[src/mrl_pkg.sv]
package mrl_pkg;

  // ----------------------------------------------------------------------------
  // Register map
  // ----------------------------------------------------------------------------
  localparam logic [7:0] REG_REACTION = 8'h00;
  localparam logic [7:0] REG_STATUS = 8'h04;
  localparam logic [7:0] REG_CONTROL = 8'h08;
  localparam logic [7:0] REG_LIM_MIN = 8'h0c;
  localparam logic [7:0] REG_LIM_MAX = 8'h10;
  localparam logic [7:0] REG_TARGET = 8'h14;
  localparam logic [7:0] REG_TARGET_OUT = 8'h18;
  localparam logic [7:0] REG_SPEED_NUM = 8'h1c;
  localparam logic [7:0] REG_SPEED_DEN = 8'h20;
  localparam logic [7:0] REG_ACCEL_NUM = 8'h24;
  localparam logic [7:0] REG_ACCEL_DEN = 8'h28;
  localparam logic [7:0] REG_JERK_NUM = 8'h2c;
  localparam logic [7:0] REG_JERK_DEN = 8'h30;
  localparam logic [7:0] REG_SPEED_UNIT = 8'h34;
  localparam logic [7:0] REG_VELMODE_DIM = 8'h38;
  localparam logic [7:0] REG_LIMIT_POS = 8'h3c;

  // ----------------------------------------------------------------------------
  // Fields and reset values
  // ----------------------------------------------------------------------------
  localparam int STAT_WARNING_BIT = 7;
  localparam int CTRL_QUICKSTOP_BIT = 2;
  localparam int CTRL_VELMODE_BIT = 16;
  localparam logic [31:0] SPEED_UNIT_RPM = 32'h00b44700;
  localparam int UNIT_TIME_LSB = 8;
  localparam int UNIT_POS_LSB = 16;
  localparam int UNIT_EXP_LSB = 24;
  localparam logic [31:0] FACTOR_ONE = 32'h00000001;

  // Reaction codes, signed.
  localparam logic signed [7:0] REACT_DISCARD = -8'sd2;
  localparam logic signed [7:0] REACT_NOTE = -8'sd1;
  localparam logic signed [7:0] REACT_OFF = 8'sd0;
  localparam logic signed [7:0] REACT_SLOW_DIS = 8'sd1;
  localparam logic signed [7:0] REACT_QUICK_DIS = 8'sd2;
  localparam logic signed [7:0] REACT_SLOW_QSA = 8'sd5;
  localparam logic signed [7:0] REACT_QUICK_QSA = 8'sd6;

  // ----------------------------------------------------------------------------
  // Timing
  // ----------------------------------------------------------------------------
  localparam int CLK_HZ = 40_000_000;
  localparam int APP_PERIOD_US = 1000;
  localparam int CUR_PERIOD_NS = 62500;
  localparam int VEL_PERIOD_US = 250;
  localparam int APP_CYCLES = CLK_HZ / 1_000_000 * APP_PERIOD_US;
  localparam int CUR_CYCLES = CLK_HZ / 1_000_000 * CUR_PERIOD_NS / 1000;
  localparam int VEL_CYCLES = CLK_HZ / 1_000_000 * VEL_PERIOD_US;

  typedef enum logic [4:0] {
    MRL_RUN = 5'b00001,
    MRL_RAMP_DIS = 5'b00010,
    MRL_RAMP_QSA = 5'b00100,
    MRL_DISABLED = 5'b01000,
    MRL_QSA = 5'b10000
  } mrl_state_e;

  // Drive command toward the power state machine.
  typedef struct packed {
    logic power_off;
    logic ramp_slow;
    logic ramp_quick;
    logic go_disabled;
    logic go_qsa;
    logic go_enabled;
  } mrl_drive_s;

  typedef struct packed {
    logic low;
    logic high;
  } mrl_switch_s;

endpackage : mrl_pkg

[src/mrl_tick.sv]
`timescale 1ns/10ps
// One-cycle enable pulse every PERIOD clocks.
module mrl_tick #(
  parameter int PERIOD = 40000
) (
  input wire logic clk,
  input wire logic reset_n,
  output logic tick
);
  logic [31:0] count;
  logic [31:0] next_count;
  logic next_tick;

  always_comb begin
    next_tick = (count == 32'(PERIOD - 1));
    next_count = next_tick ? 32'h00000000 : count + 32'h00000001;
  end

  always_ff @(posedge clk) begin
    if (!reset_n) begin
      count <= 32'h00000000;
      tick <= 1'b0;
    end else begin
      count <= next_count;
      tick <= next_tick;
    end
  end
endmodule : mrl_tick

[src/mrl_clamp.sv]
`timescale 1ns/10ps
// Clamps a target to the soft limits; outside the range only moves toward it pass.
module mrl_clamp (
  input wire logic signed [31:0] target,
  input wire logic signed [31:0] actual,
  input wire logic signed [31:0] lim_min,
  input wire logic signed [31:0] lim_max,
  output logic signed [31:0] result,
  output logic accept
);
  always_comb begin
    result = target;
    if (target < lim_min) begin
      result = lim_min;
    end else if (target > lim_max) begin
      result = lim_max;
    end
    accept = 1'b1;
    if (actual < lim_min) begin
      accept = (target > actual);
    end else if (actual > lim_max) begin
      accept = (target < actual);
    end
  end
endmodule : mrl_clamp

[src/mrl_limiter.sv]
// Our own choices: the placing of the registers and strobed register access.
`timescale 1ns/10ps
// Functional notes
// - Switch trigger stores position, sets warning, reacts
// - Reaction -2: no action, discard stored position
// - Reaction -1 default: no action, keep position
// - Reaction 0: power off, go switch-on-disabled
// - Reactions 1/2: slow/quick ramp, then disabled
// - Reactions 5/6: ramp, then energized quick-stop-active
// - Except -1/-2 block motion past switch
// - Warning clears per reaction and position rule
// - Leave quick-stop-active only on quickstop rising; a new trigger under 0/1/2/5/6 also leaves it
// - Targets clamped to soft position limits
// - Outside range, only moves toward range accepted
// - Inputs processed once per 1 ms tick
// - Current 62.5us, velocity 250us, position 1ms ticks
// - Speed factor is numerator over denominator
// - Acceleration factor is numerator over denominator
// - Jerk factor is numerator over denominator
// - Speed unit word resets to rpm code
// - Velocity mode forces rpm speed unit
// - Speed unit fields: time, position, exponent
module mrl_limiter #(
  parameter int APP_CYCLES = mrl_pkg::APP_CYCLES,
  parameter int CUR_CYCLES = mrl_pkg::CUR_CYCLES,
  parameter int VEL_CYCLES = mrl_pkg::VEL_CYCLES
) (
  // Clock and reset
  input wire logic clk,
  input wire logic reset_n,
  // Register port
  input wire logic [7:0] addr,
  input wire logic [31:0] wdata,
  input wire logic wr,
  input wire logic rd,
  output logic [31:0] rdata,
  // Motion side
  input wire mrl_pkg::mrl_switch_s limit_switch,
  input wire logic signed [31:0] actual_position,
  input wire logic ramp_done,
  // Drive outputs
  output mrl_pkg::mrl_drive_s drive_cmd,
  output mrl_pkg::mrl_switch_s motion_block,
  output logic [31:0] target_position_value,
  output logic target_valid,
  output logic cur_tick,
  output logic vel_tick,
  output logic app_tick
);

  // ----------------------------------------------------------------------------
  // Rate ticks
  // ----------------------------------------------------------------------------
  logic app_en;
  logic cur_en;
  logic vel_en;

  mrl_tick #(.PERIOD(APP_CYCLES)) u_app (.clk(clk), .reset_n(reset_n), .tick(app_en));
  mrl_tick #(.PERIOD(CUR_CYCLES)) u_cur (.clk(clk), .reset_n(reset_n), .tick(cur_en));
  mrl_tick #(.PERIOD(VEL_CYCLES)) u_vel (.clk(clk), .reset_n(reset_n), .tick(vel_en));

  // ----------------------------------------------------------------------------
  // Registers
  // ----------------------------------------------------------------------------
  logic signed [7:0] reaction, next_reaction;
  logic [31:0] control, next_control;
  logic signed [31:0] lim_min, next_lim_min;
  logic signed [31:0] lim_max, next_lim_max;
  logic signed [31:0] target_req, next_target_req;
  logic target_pend, next_target_pend;
  logic [31:0] speed_num, next_speed_num, speed_den, next_speed_den;
  logic [31:0] accel_num, next_accel_num, accel_den, next_accel_den;
  logic [31:0] jerk_num, next_jerk_num, jerk_den, next_jerk_den;
  logic [31:0] speed_unit, next_speed_unit;
  logic [31:0] velmode_dim, next_velmode_dim;
  logic [31:0] next_rdata;

  function automatic logic react_valid(input logic signed [7:0] code);
    react_valid = (code == mrl_pkg::REACT_DISCARD) || (code == mrl_pkg::REACT_NOTE) ||
      (code == mrl_pkg::REACT_OFF) || (code == mrl_pkg::REACT_SLOW_DIS) ||
      (code == mrl_pkg::REACT_QUICK_DIS) || (code == mrl_pkg::REACT_SLOW_QSA) ||
      (code == mrl_pkg::REACT_QUICK_QSA);
  endfunction : react_valid

  function automatic logic [31:0] nz(input logic [31:0] v);
    nz = (v == 32'h00000000) ? mrl_pkg::FACTOR_ONE : v;
  endfunction : nz

  // Velocity mode reports rpm regardless of the stored word.
  logic [31:0] speed_unit_view;
  assign speed_unit_view = control[mrl_pkg::CTRL_VELMODE_BIT] ?
    mrl_pkg::SPEED_UNIT_RPM : speed_unit;

  // Limiter state declared ahead of readback.
  mrl_pkg::mrl_state_e state, next_state;
  logic warning, next_warning;
  logic signed [31:0] limit_pos, next_limit_pos;
  logic pos_valid, next_pos_valid;
  mrl_pkg::mrl_switch_s hit_side, next_hit_side;

  always_comb begin
    next_reaction = reaction;
    next_control = control;
    next_lim_min = lim_min;
    next_lim_max = lim_max;
    next_target_req = target_req;
    next_target_pend = target_pend & ~app_en;
    next_speed_num = speed_num;
    next_speed_den = speed_den;
    next_accel_num = accel_num;
    next_accel_den = accel_den;
    next_jerk_num = jerk_num;
    next_jerk_den = jerk_den;
    next_speed_unit = speed_unit;
    next_velmode_dim = velmode_dim;
    next_rdata = 32'h00000000;
    if (wr) begin
      case (addr)
        mrl_pkg::REG_REACTION: begin
          if (react_valid(wdata[7:0])) begin
            next_reaction = wdata[7:0];
          end
        end
        mrl_pkg::REG_CONTROL: next_control = wdata;
        mrl_pkg::REG_LIM_MIN: next_lim_min = wdata;
        mrl_pkg::REG_LIM_MAX: next_lim_max = wdata;
        mrl_pkg::REG_TARGET: begin
          next_target_req = wdata;
          next_target_pend = 1'b1;
        end
        mrl_pkg::REG_SPEED_NUM: next_speed_num = wdata;
        mrl_pkg::REG_SPEED_DEN: next_speed_den = nz(wdata);
        mrl_pkg::REG_ACCEL_NUM: next_accel_num = wdata;
        mrl_pkg::REG_ACCEL_DEN: next_accel_den = nz(wdata);
        mrl_pkg::REG_JERK_NUM: next_jerk_num = wdata;
        mrl_pkg::REG_JERK_DEN: next_jerk_den = nz(wdata);
        mrl_pkg::REG_SPEED_UNIT: next_speed_unit = wdata;
        mrl_pkg::REG_VELMODE_DIM: next_velmode_dim = wdata;
        default: ;
      endcase
    end
    if (rd) begin
      case (addr)
        mrl_pkg::REG_REACTION: next_rdata = {{24{reaction[7]}}, reaction};
        mrl_pkg::REG_STATUS: next_rdata = {17'h0, pos_valid, state, 1'b0, warning, 3'h0,
          hit_side, 2'h0};
        mrl_pkg::REG_CONTROL: next_rdata = control;
        mrl_pkg::REG_LIM_MIN: next_rdata = lim_min;
        mrl_pkg::REG_LIM_MAX: next_rdata = lim_max;
        mrl_pkg::REG_TARGET: next_rdata = target_req;
        mrl_pkg::REG_TARGET_OUT: next_rdata = target_position_value;
        mrl_pkg::REG_SPEED_NUM: next_rdata = speed_num;
        mrl_pkg::REG_SPEED_DEN: next_rdata = speed_den;
        mrl_pkg::REG_ACCEL_NUM: next_rdata = accel_num;
        mrl_pkg::REG_ACCEL_DEN: next_rdata = accel_den;
        mrl_pkg::REG_JERK_NUM: next_rdata = jerk_num;
        mrl_pkg::REG_JERK_DEN: next_rdata = jerk_den;
        mrl_pkg::REG_SPEED_UNIT: next_rdata = speed_unit_view;
        mrl_pkg::REG_VELMODE_DIM: next_rdata = velmode_dim;
        mrl_pkg::REG_LIMIT_POS: next_rdata = limit_pos;
        default: next_rdata = 32'h00000000;
      endcase
    end
  end

  always_ff @(posedge clk) begin
    if (!reset_n) begin
      reaction <= mrl_pkg::REACT_NOTE;
      control <= 32'h00000000;
      lim_min <= 32'h80000000;
      lim_max <= 32'h7fffffff;
      target_req <= 32'h00000000;
      target_pend <= 1'b0;
      speed_num <= mrl_pkg::FACTOR_ONE;
      speed_den <= mrl_pkg::FACTOR_ONE;
      accel_num <= mrl_pkg::FACTOR_ONE;
      accel_den <= mrl_pkg::FACTOR_ONE;
      jerk_num <= mrl_pkg::FACTOR_ONE;
      jerk_den <= mrl_pkg::FACTOR_ONE;
      speed_unit <= mrl_pkg::SPEED_UNIT_RPM;
      velmode_dim <= mrl_pkg::FACTOR_ONE;
      rdata <= 32'h00000000;
    end else begin
      reaction <= next_reaction;
      control <= next_control;
      lim_min <= next_lim_min;
      lim_max <= next_lim_max;
      target_req <= next_target_req;
      target_pend <= next_target_pend;
      speed_num <= next_speed_num;
      speed_den <= next_speed_den;
      accel_num <= next_accel_num;
      accel_den <= next_accel_den;
      jerk_num <= next_jerk_num;
      jerk_den <= next_jerk_den;
      speed_unit <= next_speed_unit;
      velmode_dim <= next_velmode_dim;
      rdata <= next_rdata;
    end
  end

  // ----------------------------------------------------------------------------
  // Limit-switch reaction
  // ----------------------------------------------------------------------------
  // Inputs are only looked at on the application tick, so a pulse shorter than
  // one tick can be missed; this matches the drive's sampling of digital inputs.
  mrl_pkg::mrl_switch_s sw_prev, next_sw_prev;
  logic qs_prev, next_qs_prev;
  mrl_pkg::mrl_drive_s next_drive_cmd;
  mrl_pkg::mrl_switch_s next_motion_block;
  logic qs_now;
  logic any_sw;
  logic trig;
  logic moved_back;

  assign qs_now = control[mrl_pkg::CTRL_QUICKSTOP_BIT];
  assign any_sw = limit_switch.low | limit_switch.high;
  assign trig = (limit_switch.low & ~sw_prev.low) | (limit_switch.high & ~sw_prev.high);
  assign moved_back = !pos_valid ||
    (hit_side.high && actual_position < limit_pos) ||
    (hit_side.low && actual_position > limit_pos);

  always_comb begin
    next_state = state;
    next_warning = warning;
    next_limit_pos = limit_pos;
    next_pos_valid = pos_valid;
    next_hit_side = hit_side;
    next_sw_prev = sw_prev;
    next_qs_prev = qs_prev;
    next_drive_cmd = '0;
    next_motion_block = motion_block;
    if (reaction == mrl_pkg::REACT_DISCARD) begin
      next_pos_valid = 1'b0;
    end
    if (app_en) begin
      next_sw_prev = limit_switch;
      next_qs_prev = qs_now;
      if (trig) begin
        next_warning = 1'b1;
        next_hit_side = limit_switch;
        next_limit_pos = actual_position;
        next_pos_valid = (reaction != mrl_pkg::REACT_DISCARD);
        case (reaction)
          mrl_pkg::REACT_OFF: begin
            next_drive_cmd.power_off = 1'b1;
            next_drive_cmd.go_disabled = 1'b1;
            next_state = mrl_pkg::MRL_DISABLED;
          end
          mrl_pkg::REACT_SLOW_DIS: begin
            next_drive_cmd.ramp_slow = 1'b1;
            next_state = mrl_pkg::MRL_RAMP_DIS;
          end
          mrl_pkg::REACT_QUICK_DIS: begin
            next_drive_cmd.ramp_quick = 1'b1;
            next_state = mrl_pkg::MRL_RAMP_DIS;
          end
          mrl_pkg::REACT_SLOW_QSA: begin
            next_drive_cmd.ramp_slow = 1'b1;
            next_state = mrl_pkg::MRL_RAMP_QSA;
          end
          mrl_pkg::REACT_QUICK_QSA: begin
            next_drive_cmd.ramp_quick = 1'b1;
            next_state = mrl_pkg::MRL_RAMP_QSA;
          end
          default: ;
        endcase
      end else if (warning && !any_sw) begin
        if (reaction == mrl_pkg::REACT_DISCARD || moved_back) begin
          next_warning = 1'b0;
        end
      end
      // Block travel beyond an active switch unless reaction is -1 or -2.
      if (reaction == mrl_pkg::REACT_NOTE || reaction == mrl_pkg::REACT_DISCARD) begin
        next_motion_block = '0;
      end else begin
        next_motion_block = limit_switch;
      end
      case (state)
        mrl_pkg::MRL_RUN: ;
        mrl_pkg::MRL_RAMP_DIS: begin
          if (ramp_done) begin
            next_drive_cmd.go_disabled = 1'b1;
            next_state = mrl_pkg::MRL_DISABLED;
          end
        end
        mrl_pkg::MRL_RAMP_QSA: begin
          if (ramp_done) begin
            next_drive_cmd.go_qsa = 1'b1;
            next_state = mrl_pkg::MRL_QSA;
          end
        end
        mrl_pkg::MRL_DISABLED: begin
          if (!trig && qs_now && !qs_prev) begin
            next_state = mrl_pkg::MRL_RUN;
          end
        end
        mrl_pkg::MRL_QSA: begin
          if (qs_now && !qs_prev) begin
            next_drive_cmd.go_enabled = 1'b1;
            next_state = mrl_pkg::MRL_RUN;
          end
        end
        default: next_state = mrl_pkg::MRL_RUN;
      endcase
    end
  end

  always_ff @(posedge clk) begin
    if (!reset_n) begin
      state <= mrl_pkg::MRL_RUN;
      warning <= 1'b0;
      limit_pos <= 32'h00000000;
      pos_valid <= 1'b0;
      hit_side <= '0;
      sw_prev <= '0;
      qs_prev <= 1'b0;
      drive_cmd <= '0;
      motion_block <= '0;
    end else begin
      state <= next_state;
      warning <= next_warning;
      limit_pos <= next_limit_pos;
      pos_valid <= next_pos_valid;
      hit_side <= next_hit_side;
      sw_prev <= next_sw_prev;
      qs_prev <= next_qs_prev;
      drive_cmd <= next_drive_cmd;
      motion_block <= next_motion_block;
    end
  end

  // ----------------------------------------------------------------------------
  // Target clamp and rate outputs
  // ----------------------------------------------------------------------------
  logic signed [31:0] clamped;
  logic accepted;
  logic [31:0] next_target_out;
  logic next_target_valid;

  mrl_clamp u_clamp (
    .target(target_req),
    .actual(actual_position),
    .lim_min(lim_min),
    .lim_max(lim_max),
    .result(clamped),
    .accept(accepted)
  );

  always_comb begin
    next_target_out = target_position_value;
    next_target_valid = 1'b0;
    if (app_en && target_pend && accepted) begin
      next_target_out = clamped;
      next_target_valid = 1'b1;
    end
  end

  always_ff @(posedge clk) begin
    if (!reset_n) begin
      target_position_value <= 32'h00000000;
      target_valid <= 1'b0;
      app_tick <= 1'b0;
      cur_tick <= 1'b0;
      vel_tick <= 1'b0;
    end else begin
      target_position_value <= next_target_out;
      target_valid <= next_target_valid;
      app_tick <= app_en;
      cur_tick <= cur_en;
      vel_tick <= vel_en;
    end
  end

  // ----------------------------------------------------------------------------
  // Checks
  // ----------------------------------------------------------------------------
  trig_sets_warn_a: assert property (@(posedge clk) disable iff (!reset_n)
    app_en && trig |=> warning) else $error("warning not set on trigger");
  discard_pos_a: assert property (@(posedge clk) disable iff (!reset_n)
    reaction == mrl_pkg::REACT_DISCARD |=> !pos_valid) else $error("position kept");
  note_no_act_a: assert property (@(posedge clk) disable iff (!reset_n)
    app_en && trig && reaction == mrl_pkg::REACT_NOTE |=> drive_cmd == '0)
    else $error("action on note-only");
  off_now_a: assert property (@(posedge clk) disable iff (!reset_n)
    app_en && trig && reaction == mrl_pkg::REACT_OFF |=> drive_cmd.power_off &&
    state == mrl_pkg::MRL_DISABLED) else $error("power stage not cut");
  quick_ramp_a: assert property (@(posedge clk) disable iff (!reset_n)
    app_en && trig && reaction == mrl_pkg::REACT_QUICK_DIS |=> drive_cmd.ramp_quick)
    else $error("no quick ramp");
  qsa_entry_a: assert property (@(posedge clk) disable iff (!reset_n)
    state == mrl_pkg::MRL_RAMP_QSA && app_en && ramp_done && !trig |=>
    state == mrl_pkg::MRL_QSA) else $error("quick-stop-active not entered");
  block_none_a: assert property (@(posedge clk) disable iff (!reset_n)
    app_en && reaction == mrl_pkg::REACT_NOTE |=> motion_block == '0)
    else $error("blocked at note-only");
  qsa_exit_a: assert property (@(posedge clk) disable iff (!reset_n)
    state == mrl_pkg::MRL_QSA && !(app_en && qs_now && !qs_prev) |=>
    state == mrl_pkg::MRL_QSA) else $error("left quick-stop-active early");
  clamp_out_a: assert property (@(posedge clk) disable iff (!reset_n)
    target_valid |-> $signed(target_position_value) <= lim_max ||
    $changed(lim_max)) else $error("target above limit");

endmodule : mrl_limiter

[config.mk]
export PLATFORM = sky130hd
export DESIGN_NAME = mrl_limiter
export DESIGN_NICKNAME = d
export VERILOG_FILES = /design/src/mrl_pkg.sv /design/src/mrl_tick.sv /design/src/mrl_clamp.sv /design/src/mrl_limiter.sv
export SDC_FILE = /design/constraint.sdc
export NUM_CORES = 2
export LEC_CHECK = 0
export ABC_AREA = 1
export BUFFER_PORTS_ARGS = -buffer_cell sky130_fd_sc_hd__buf_2
export CAP_MARGIN = 20
export CORE_MARGIN = 5
export CORE_UTILIZATION = 45
export CTS_BUF_LIST = sky130_fd_sc_hd__clkbuf_16
export DETAILED_ROUTE_END_ITERATION = 8
export SLEW_MARGIN = 20
export SYNTH_ARGS = -nofsm -noshare
export SYNTH_HDL_FRONTEND = slang
export SYNTH_SLANG_ARGS = --single-unit
[constraint.sdc]
create_clock -name clk -period 2.7 [get_ports clk]
set_input_delay 0.81 -clock clk [delete_from_list [all_inputs] [get_ports clk]]
set_output_delay 0.81 -clock clk [all_outputs]
set_load 0.02 [all_outputs]
==> metrics.txt <==
# TYPE chip_impl_metric gauge
chip_impl_info{name="outcome",value="finished clean"} 1
chip_impl_metric{name="die-height",unit="um"} 269.4
chip_impl_info{name="mostFrequentLayoutCell",value="sky130_fd_sc_hd__nand2_1"} 1
chip_impl_metric{name="die_area",unit="mm^2"} 0.07259
chip_impl_info{name="tritoncts",value="yes"} 1
chip_impl_metric{name="port_buffers",unit=""} 154
chip_impl_metric{name="design_area",unit="mm^2"} 0.03696
chip_impl_metric{name="timing.hold.worst_path_depth",unit=""} 2
chip_impl_metric{name="first_global_vias",unit=""} 27840
chip_impl_metric{name="path_buf_inv",unit=""} 2
chip_impl_metric{name="cts-htree-levels",unit=""} 3
chip_impl_metric{name="p_int",unit="uW"} 15010
chip_impl_metric{name="grt_pass1_wl",unit="um"} 169000
chip_impl_metric{name="timing.max_slew.rel_slack",unit="%"} 57.16
chip_impl_metric{name="grt_util_all_layers",unit="%"} 29.77
chip_impl_metric{name="drt_wl_total",unit="um"} 114600
chip_impl_metric{name="numCtsBuffers",unit=""} 71
chip_impl_info{name="mostFrequentLayoutCells",value="658 x sky130_fd_sc_hd__nand2_1, 598 x sky130_fd_sc_hd__dfxtp_1, 507 x sky130_fd_sc_hd__o21ai_0, 507 x sky130_fd_sc_hd__a21oi_1, 468 x sky130_fd_sc_hd__inv_1"} 1
chip_impl_metric{name="initial_drt_markers",unit=""} 3125
chip_impl_metric{name="switching_share",unit="%"} 23.79
chip_impl_metric{name="power_per_cell_area",unit="mW/mm^2"} 533.1
chip_impl_info{name="hold_path.class",value="flip-flop to flip-flop"} 1
chip_impl_metric{name="finish.net_count",unit=""} 4649
chip_impl_metric{name="number_of_enable_flip_flop_cells_after_synthesis",unit=""} 0
chip_impl_metric{name="rows",unit=""} 95
chip_impl_metric{name="drtPass1Iterations",unit=""} 8
chip_impl_metric{name="p_clk_share",unit="%"} 49.3
chip_impl_metric{name="max_freq",unit="MHz"} 380.8
chip_impl_metric{name="drt-vias-per-instance",unit=""} 5.639
chip_impl_metric{name="dpl.hpwl",unit="um"} 83100
chip_impl_metric{name="postSynthNetCount",unit=""} 4329
chip_impl_metric{name="post-route-drc-count",unit=""} 0
chip_impl_info{name="grt_setup_unrepaired",value="yes"} 1
chip_impl_info{name="worstSetupPathType",value="flip-flop to flip-flop"} 1
chip_impl_info{name="cpMaxStageDelayCell",value="sky130_fd_sc_hd__dfxtp_1"} 1
chip_impl_metric{name="combPwrFrac",unit="%"} 4.7
chip_impl_metric{name="netlist_cell_types",unit=""} 55
chip_impl_metric{name="max_cap_violations",unit=""} 0
chip_impl_metric{name="setup_viol",unit=""} 0
chip_impl_metric{name="cp_depth",unit=""} 13
chip_impl_metric{name="p_sw",unit="uW"} 4687
chip_impl_metric{name="place_area",unit="mm^2"} 0.03424
chip_impl_metric{name="ff2ff_path_depth",unit=""} 13
chip_impl_metric{name="final.setup_skew",unit="ns"} 0.03016
chip_impl_info{name="start_kind",value="flip-flop"} 1
chip_impl_metric{name="synth.avg_cell_area",unit="um^2"} 7.465
chip_impl_metric{name="layout_worst_path_cycle_share",unit="%"} 97.26
chip_impl_info{name="synth_ff_type",value="sky130_fd_sc_hd__dfxtp_1"} 1
chip_impl_metric{name="grt_start_max_net_pins",unit=""} 135
chip_impl_metric{name="synthCells",unit=""} 4057
chip_impl_metric{name="totalNegativeSetupSlack",unit="ns"} 0
chip_impl_metric{name="drive_gt1_share",unit="%"} 15.62
chip_impl_metric{name="ys.warnings.count",unit=""} 0
chip_impl_metric{name="part_of_the_yosys_area_used_for_sequential_elements",unit="%"} 40.45
chip_impl_metric{name="worst-path-max-fanout",unit=""} 14
chip_impl_info{name="ctsRootBufferMaster",value="sky130_fd_sc_hd__clkbuf_16"} 1
chip_impl_metric{name="timing_hold_violations_final",unit=""} 0
chip_impl_metric{name="num_vias",unit=""} 29930
chip_impl_metric{name="max-vdd-ir-drop",unit="V"} 0.0004765
chip_impl_metric{name="floorplan.io_pins",unit=""} 155
chip_impl_metric{name="wire_per_inst",unit="um"} 21.60
chip_impl_metric{name="required",unit="ns"} 3.20
chip_impl_metric{name="gp_congestion",unit=""} 0.9463
chip_impl_metric{name="initial_cell_density_of_the_core",unit="%"} 45.26
chip_impl_metric{name="cp_max_stage_delay",unit="ns"} 0.38
chip_impl_metric{name="final_count_of_pins_violating_max_slew",unit=""} 0
chip_impl_metric{name="syn_to_final_growth",unit="%"} 22.02
chip_impl_metric{name="postSynthRegisterBits",unit=""} 612
chip_impl_metric{name="arrival",unit="ns"} 3.13
chip_impl_metric{name="synth.cell_area",unit="mm^2"} 0.03029
chip_impl_metric{name="cts.reportedPaths.clkPinSlew",unit="ns"} 0.06
chip_impl_metric{name="timing_worst_slew_pin_value",unit="ns"} 0.6367
chip_impl_info{name="worst_path_dominant_cell_family",value="simple AND/OR/NAND/NOR gates"} 1
chip_impl_metric{name="fp.coreArea",unit="mm^2"} 0.06692
chip_impl_metric{name="leak_pwr",unit="uW"} 0.01638
chip_impl_metric{name="asyncSetResetFlopFracSynth",unit="%"} 0
chip_impl_metric{name="route.antenna.remaining_nets",unit=""} 0
chip_impl_metric{name="grt_antenna_before_repair",unit=""} 4
chip_impl_info{name="end_kind",value="flip-flop"} 1
chip_impl_metric{name="seqPwrFrac",unit="%"} 46.0
chip_impl_metric{name="grt-ovfl-total",unit=""} 0
chip_impl_metric{name="worst_case_clock_buffer_depth",unit=""} 3
chip_impl_metric{name="clkSinkCount",unit=""} 612
chip_impl_info{name="worstPathCellList",value="buf_4 > ha_1 > nand2_1 > nor3_4 > and3_4 > nand2_1 > nand3_1 > nand3_1 > a21oi_4 > nand2_8 > clkbuf_16 > nor2_1 > nor2_1"} 1
chip_impl_metric{name="finalWorstPathRequiredPeriod",unit="ns"} 2.626
chip_impl_metric{name="worst_skew_pair.late_latency",unit="ns"} 0.63
chip_impl_metric{name="totalPowerFinal",unit="uW"} 19700
chip_impl_metric{name="die_x",unit="um"} 269.4
==> timing repair <==
item | in CTS | in global routing
resized for setup | 0 | 58
hold buffers | 0 | 0
endpoints found under the setup margin | 0 | 32
buffers inserted | 0 | 1
==> cells in the mapped netlist (4+ instances only) <==
library cell | n | share of area [%]
sky130_fd_sc_hd__xnor2_1 | 12 | 0.35
sky130_fd_sc_hd__nor2_4 | 4 | 0.15
sky130_fd_sc_hd__nand4_1 | 72 | 1.5
sky130_fd_sc_hd__nand2_1 | 667 | 8.3
sky130_fd_sc_hd__a211oi_1 | 5 | 0.12
sky130_fd_sc_hd__o21a_1 | 9 | 0.22
sky130_fd_sc_hd__nor2_1 | 221 | 2.7
sky130_fd_sc_hd__a32o_1 | 5 | 0.17
sky130_fd_sc_hd__nand3_2 | 5 | 0.17
sky130_fd_sc_hd__o21ai_0 | 507 | 8.4
sky130_fd_sc_hd__nor3b_1 | 4 | 0.099
sky130_fd_sc_hd__a21o_1 | 4 | 0.099
sky130_fd_sc_hd__a21oi_1 | 512 | 8.5
sky130_fd_sc_hd__and3_1 | 5 | 0.10
sky130_fd_sc_hd__dfxtp_1 | 612 | 40
sky130_fd_sc_hd__clkinv_1 | 26 | 0.32
sky130_fd_sc_hd__a41oi_1 | 23 | 0.67
sky130_fd_sc_hd__buf_4 | 6 | 0.15
sky130_fd_sc_hd__inv_1 | 464 | 5.8
sky130_fd_sc_hd__o22ai_1 | 36 | 0.74
sky130_fd_sc_hd__inv_2 | 13 | 0.16
sky130_fd_sc_hd__nor2_2 | 21 | 0.43
sky130_fd_sc_hd__a221oi_1 | 88 | 2.5
sky130_fd_sc_hd__nor3_2 | 8 | 0.26
sky130_fd_sc_hd__nand3_1 | 100 | 1.7
sky130_fd_sc_hd__o2111ai_1 | 4 | 0.12
sky130_fd_sc_hd__a31oi_1 | 13 | 0.27
sky130_fd_sc_hd__buf_2 | 23 | 0.38
sky130_fd_sc_hd__xor2_1 | 38 | 1.1
sky130_fd_sc_hd__nor4_2 | 6 | 0.25
sky130_fd_sc_hd__clkbuf_1 | 183 | 2.3
sky130_fd_sc_hd__ha_1 | 193 | 8.0
sky130_fd_sc_hd__o211ai_1 | 48 | 1.2
sky130_fd_sc_hd__nor3_1 | 50 | 0.83
sky130_fd_sc_hd__nor4_1 | 38 | 0.78
==> cell type report <==
type / count / area, um^2
Clock buffer: 72 / 1802
Tap cell: 873 / 1092
Sequential cell: 612 / 12270
Clock inverter: 55 / 518.0
Fill cell: 6388 / 29970
Timing Repair Buffer: 465 / 3891
Antenna cell: 3 / 7.507
Inverter: 503 / 1888
Multi-Input combinational cell: 2724 / 15480
==> tightest hold or removal path: stages, from the launching register on <==
cell and delay (ns):
sky130_fd_sc_hd__dfxtp_1 0.30, sky130_fd_sc_hd__nand2_1 0.05, sky130_fd_sc_hd__inv_1 0.05
==> layer usage <==
layer | GRT usage (%) | share of wire (%)
met1 | 36.46 | 40
met4 | 18.86 | 7.5
met5 | 0 | 0.0061
met3 | 5.094 | 7.0
met2 | 48.71 | 45
==> power by group through the flow <==
| stage | logic (uW) | clock network (uW) | registers [uW] |
|---|---|---|---|
| after CTS | 901 | 9830 | 9070 |
| after detailed placement | 896 | 0 | 9270 |
| after global placement | 892 | 0 | 9270 |
| final | 926 | 9700 | 9070 |
| after floorplan | 444 | 0 | 9270 |
| after global routing | 1010 | 10200 | 9070 |
==> per-stage QoR <==
step | utilization, % | worst slack [ns] | std cells | hold WS (ns)
finish | 55.22 | 0.07399 | 5307 | 0.4269
global route | 55.21 | -0.04619 | 5304 | 0.4682
CTS | 54.64 | 0.09197 | 5295 | 0.4317
detailed placement | 51.17 | -0.4039 | 5168 | 0.4120
global placement | 51.17 | -0.3042 | 5168 | 0.4179
floorplan | - | 0.1127 | 4057 | 0.3905
==> path summary, 6_finish.rpt <==
| path | start | endpoint | slack [ns] |
|---|---|---|---|
| worst max-delay path | target_req[28] | target_position_value[28] | 0.07 |
| worst min-delay path | u_cur.tick | cur_tick | 0.43 |
| worst max register to register | target_req[28] | target_position_value[28] | 0.07 |
| worst min register to register | u_cur.tick | cur_tick | 0.43 |
==> cells by family after synthesis <==
group           after synthesis  share of synthesized area, %
compound gates             1263                         23.22
xor+xnor                     50                         1.446
fa+ha+maj                   193                         7.974
buf+inv                     721                         9.180
flops                       612                         40.45
simple gates               1218                         17.73
Power figures use the tool's default switching activity.
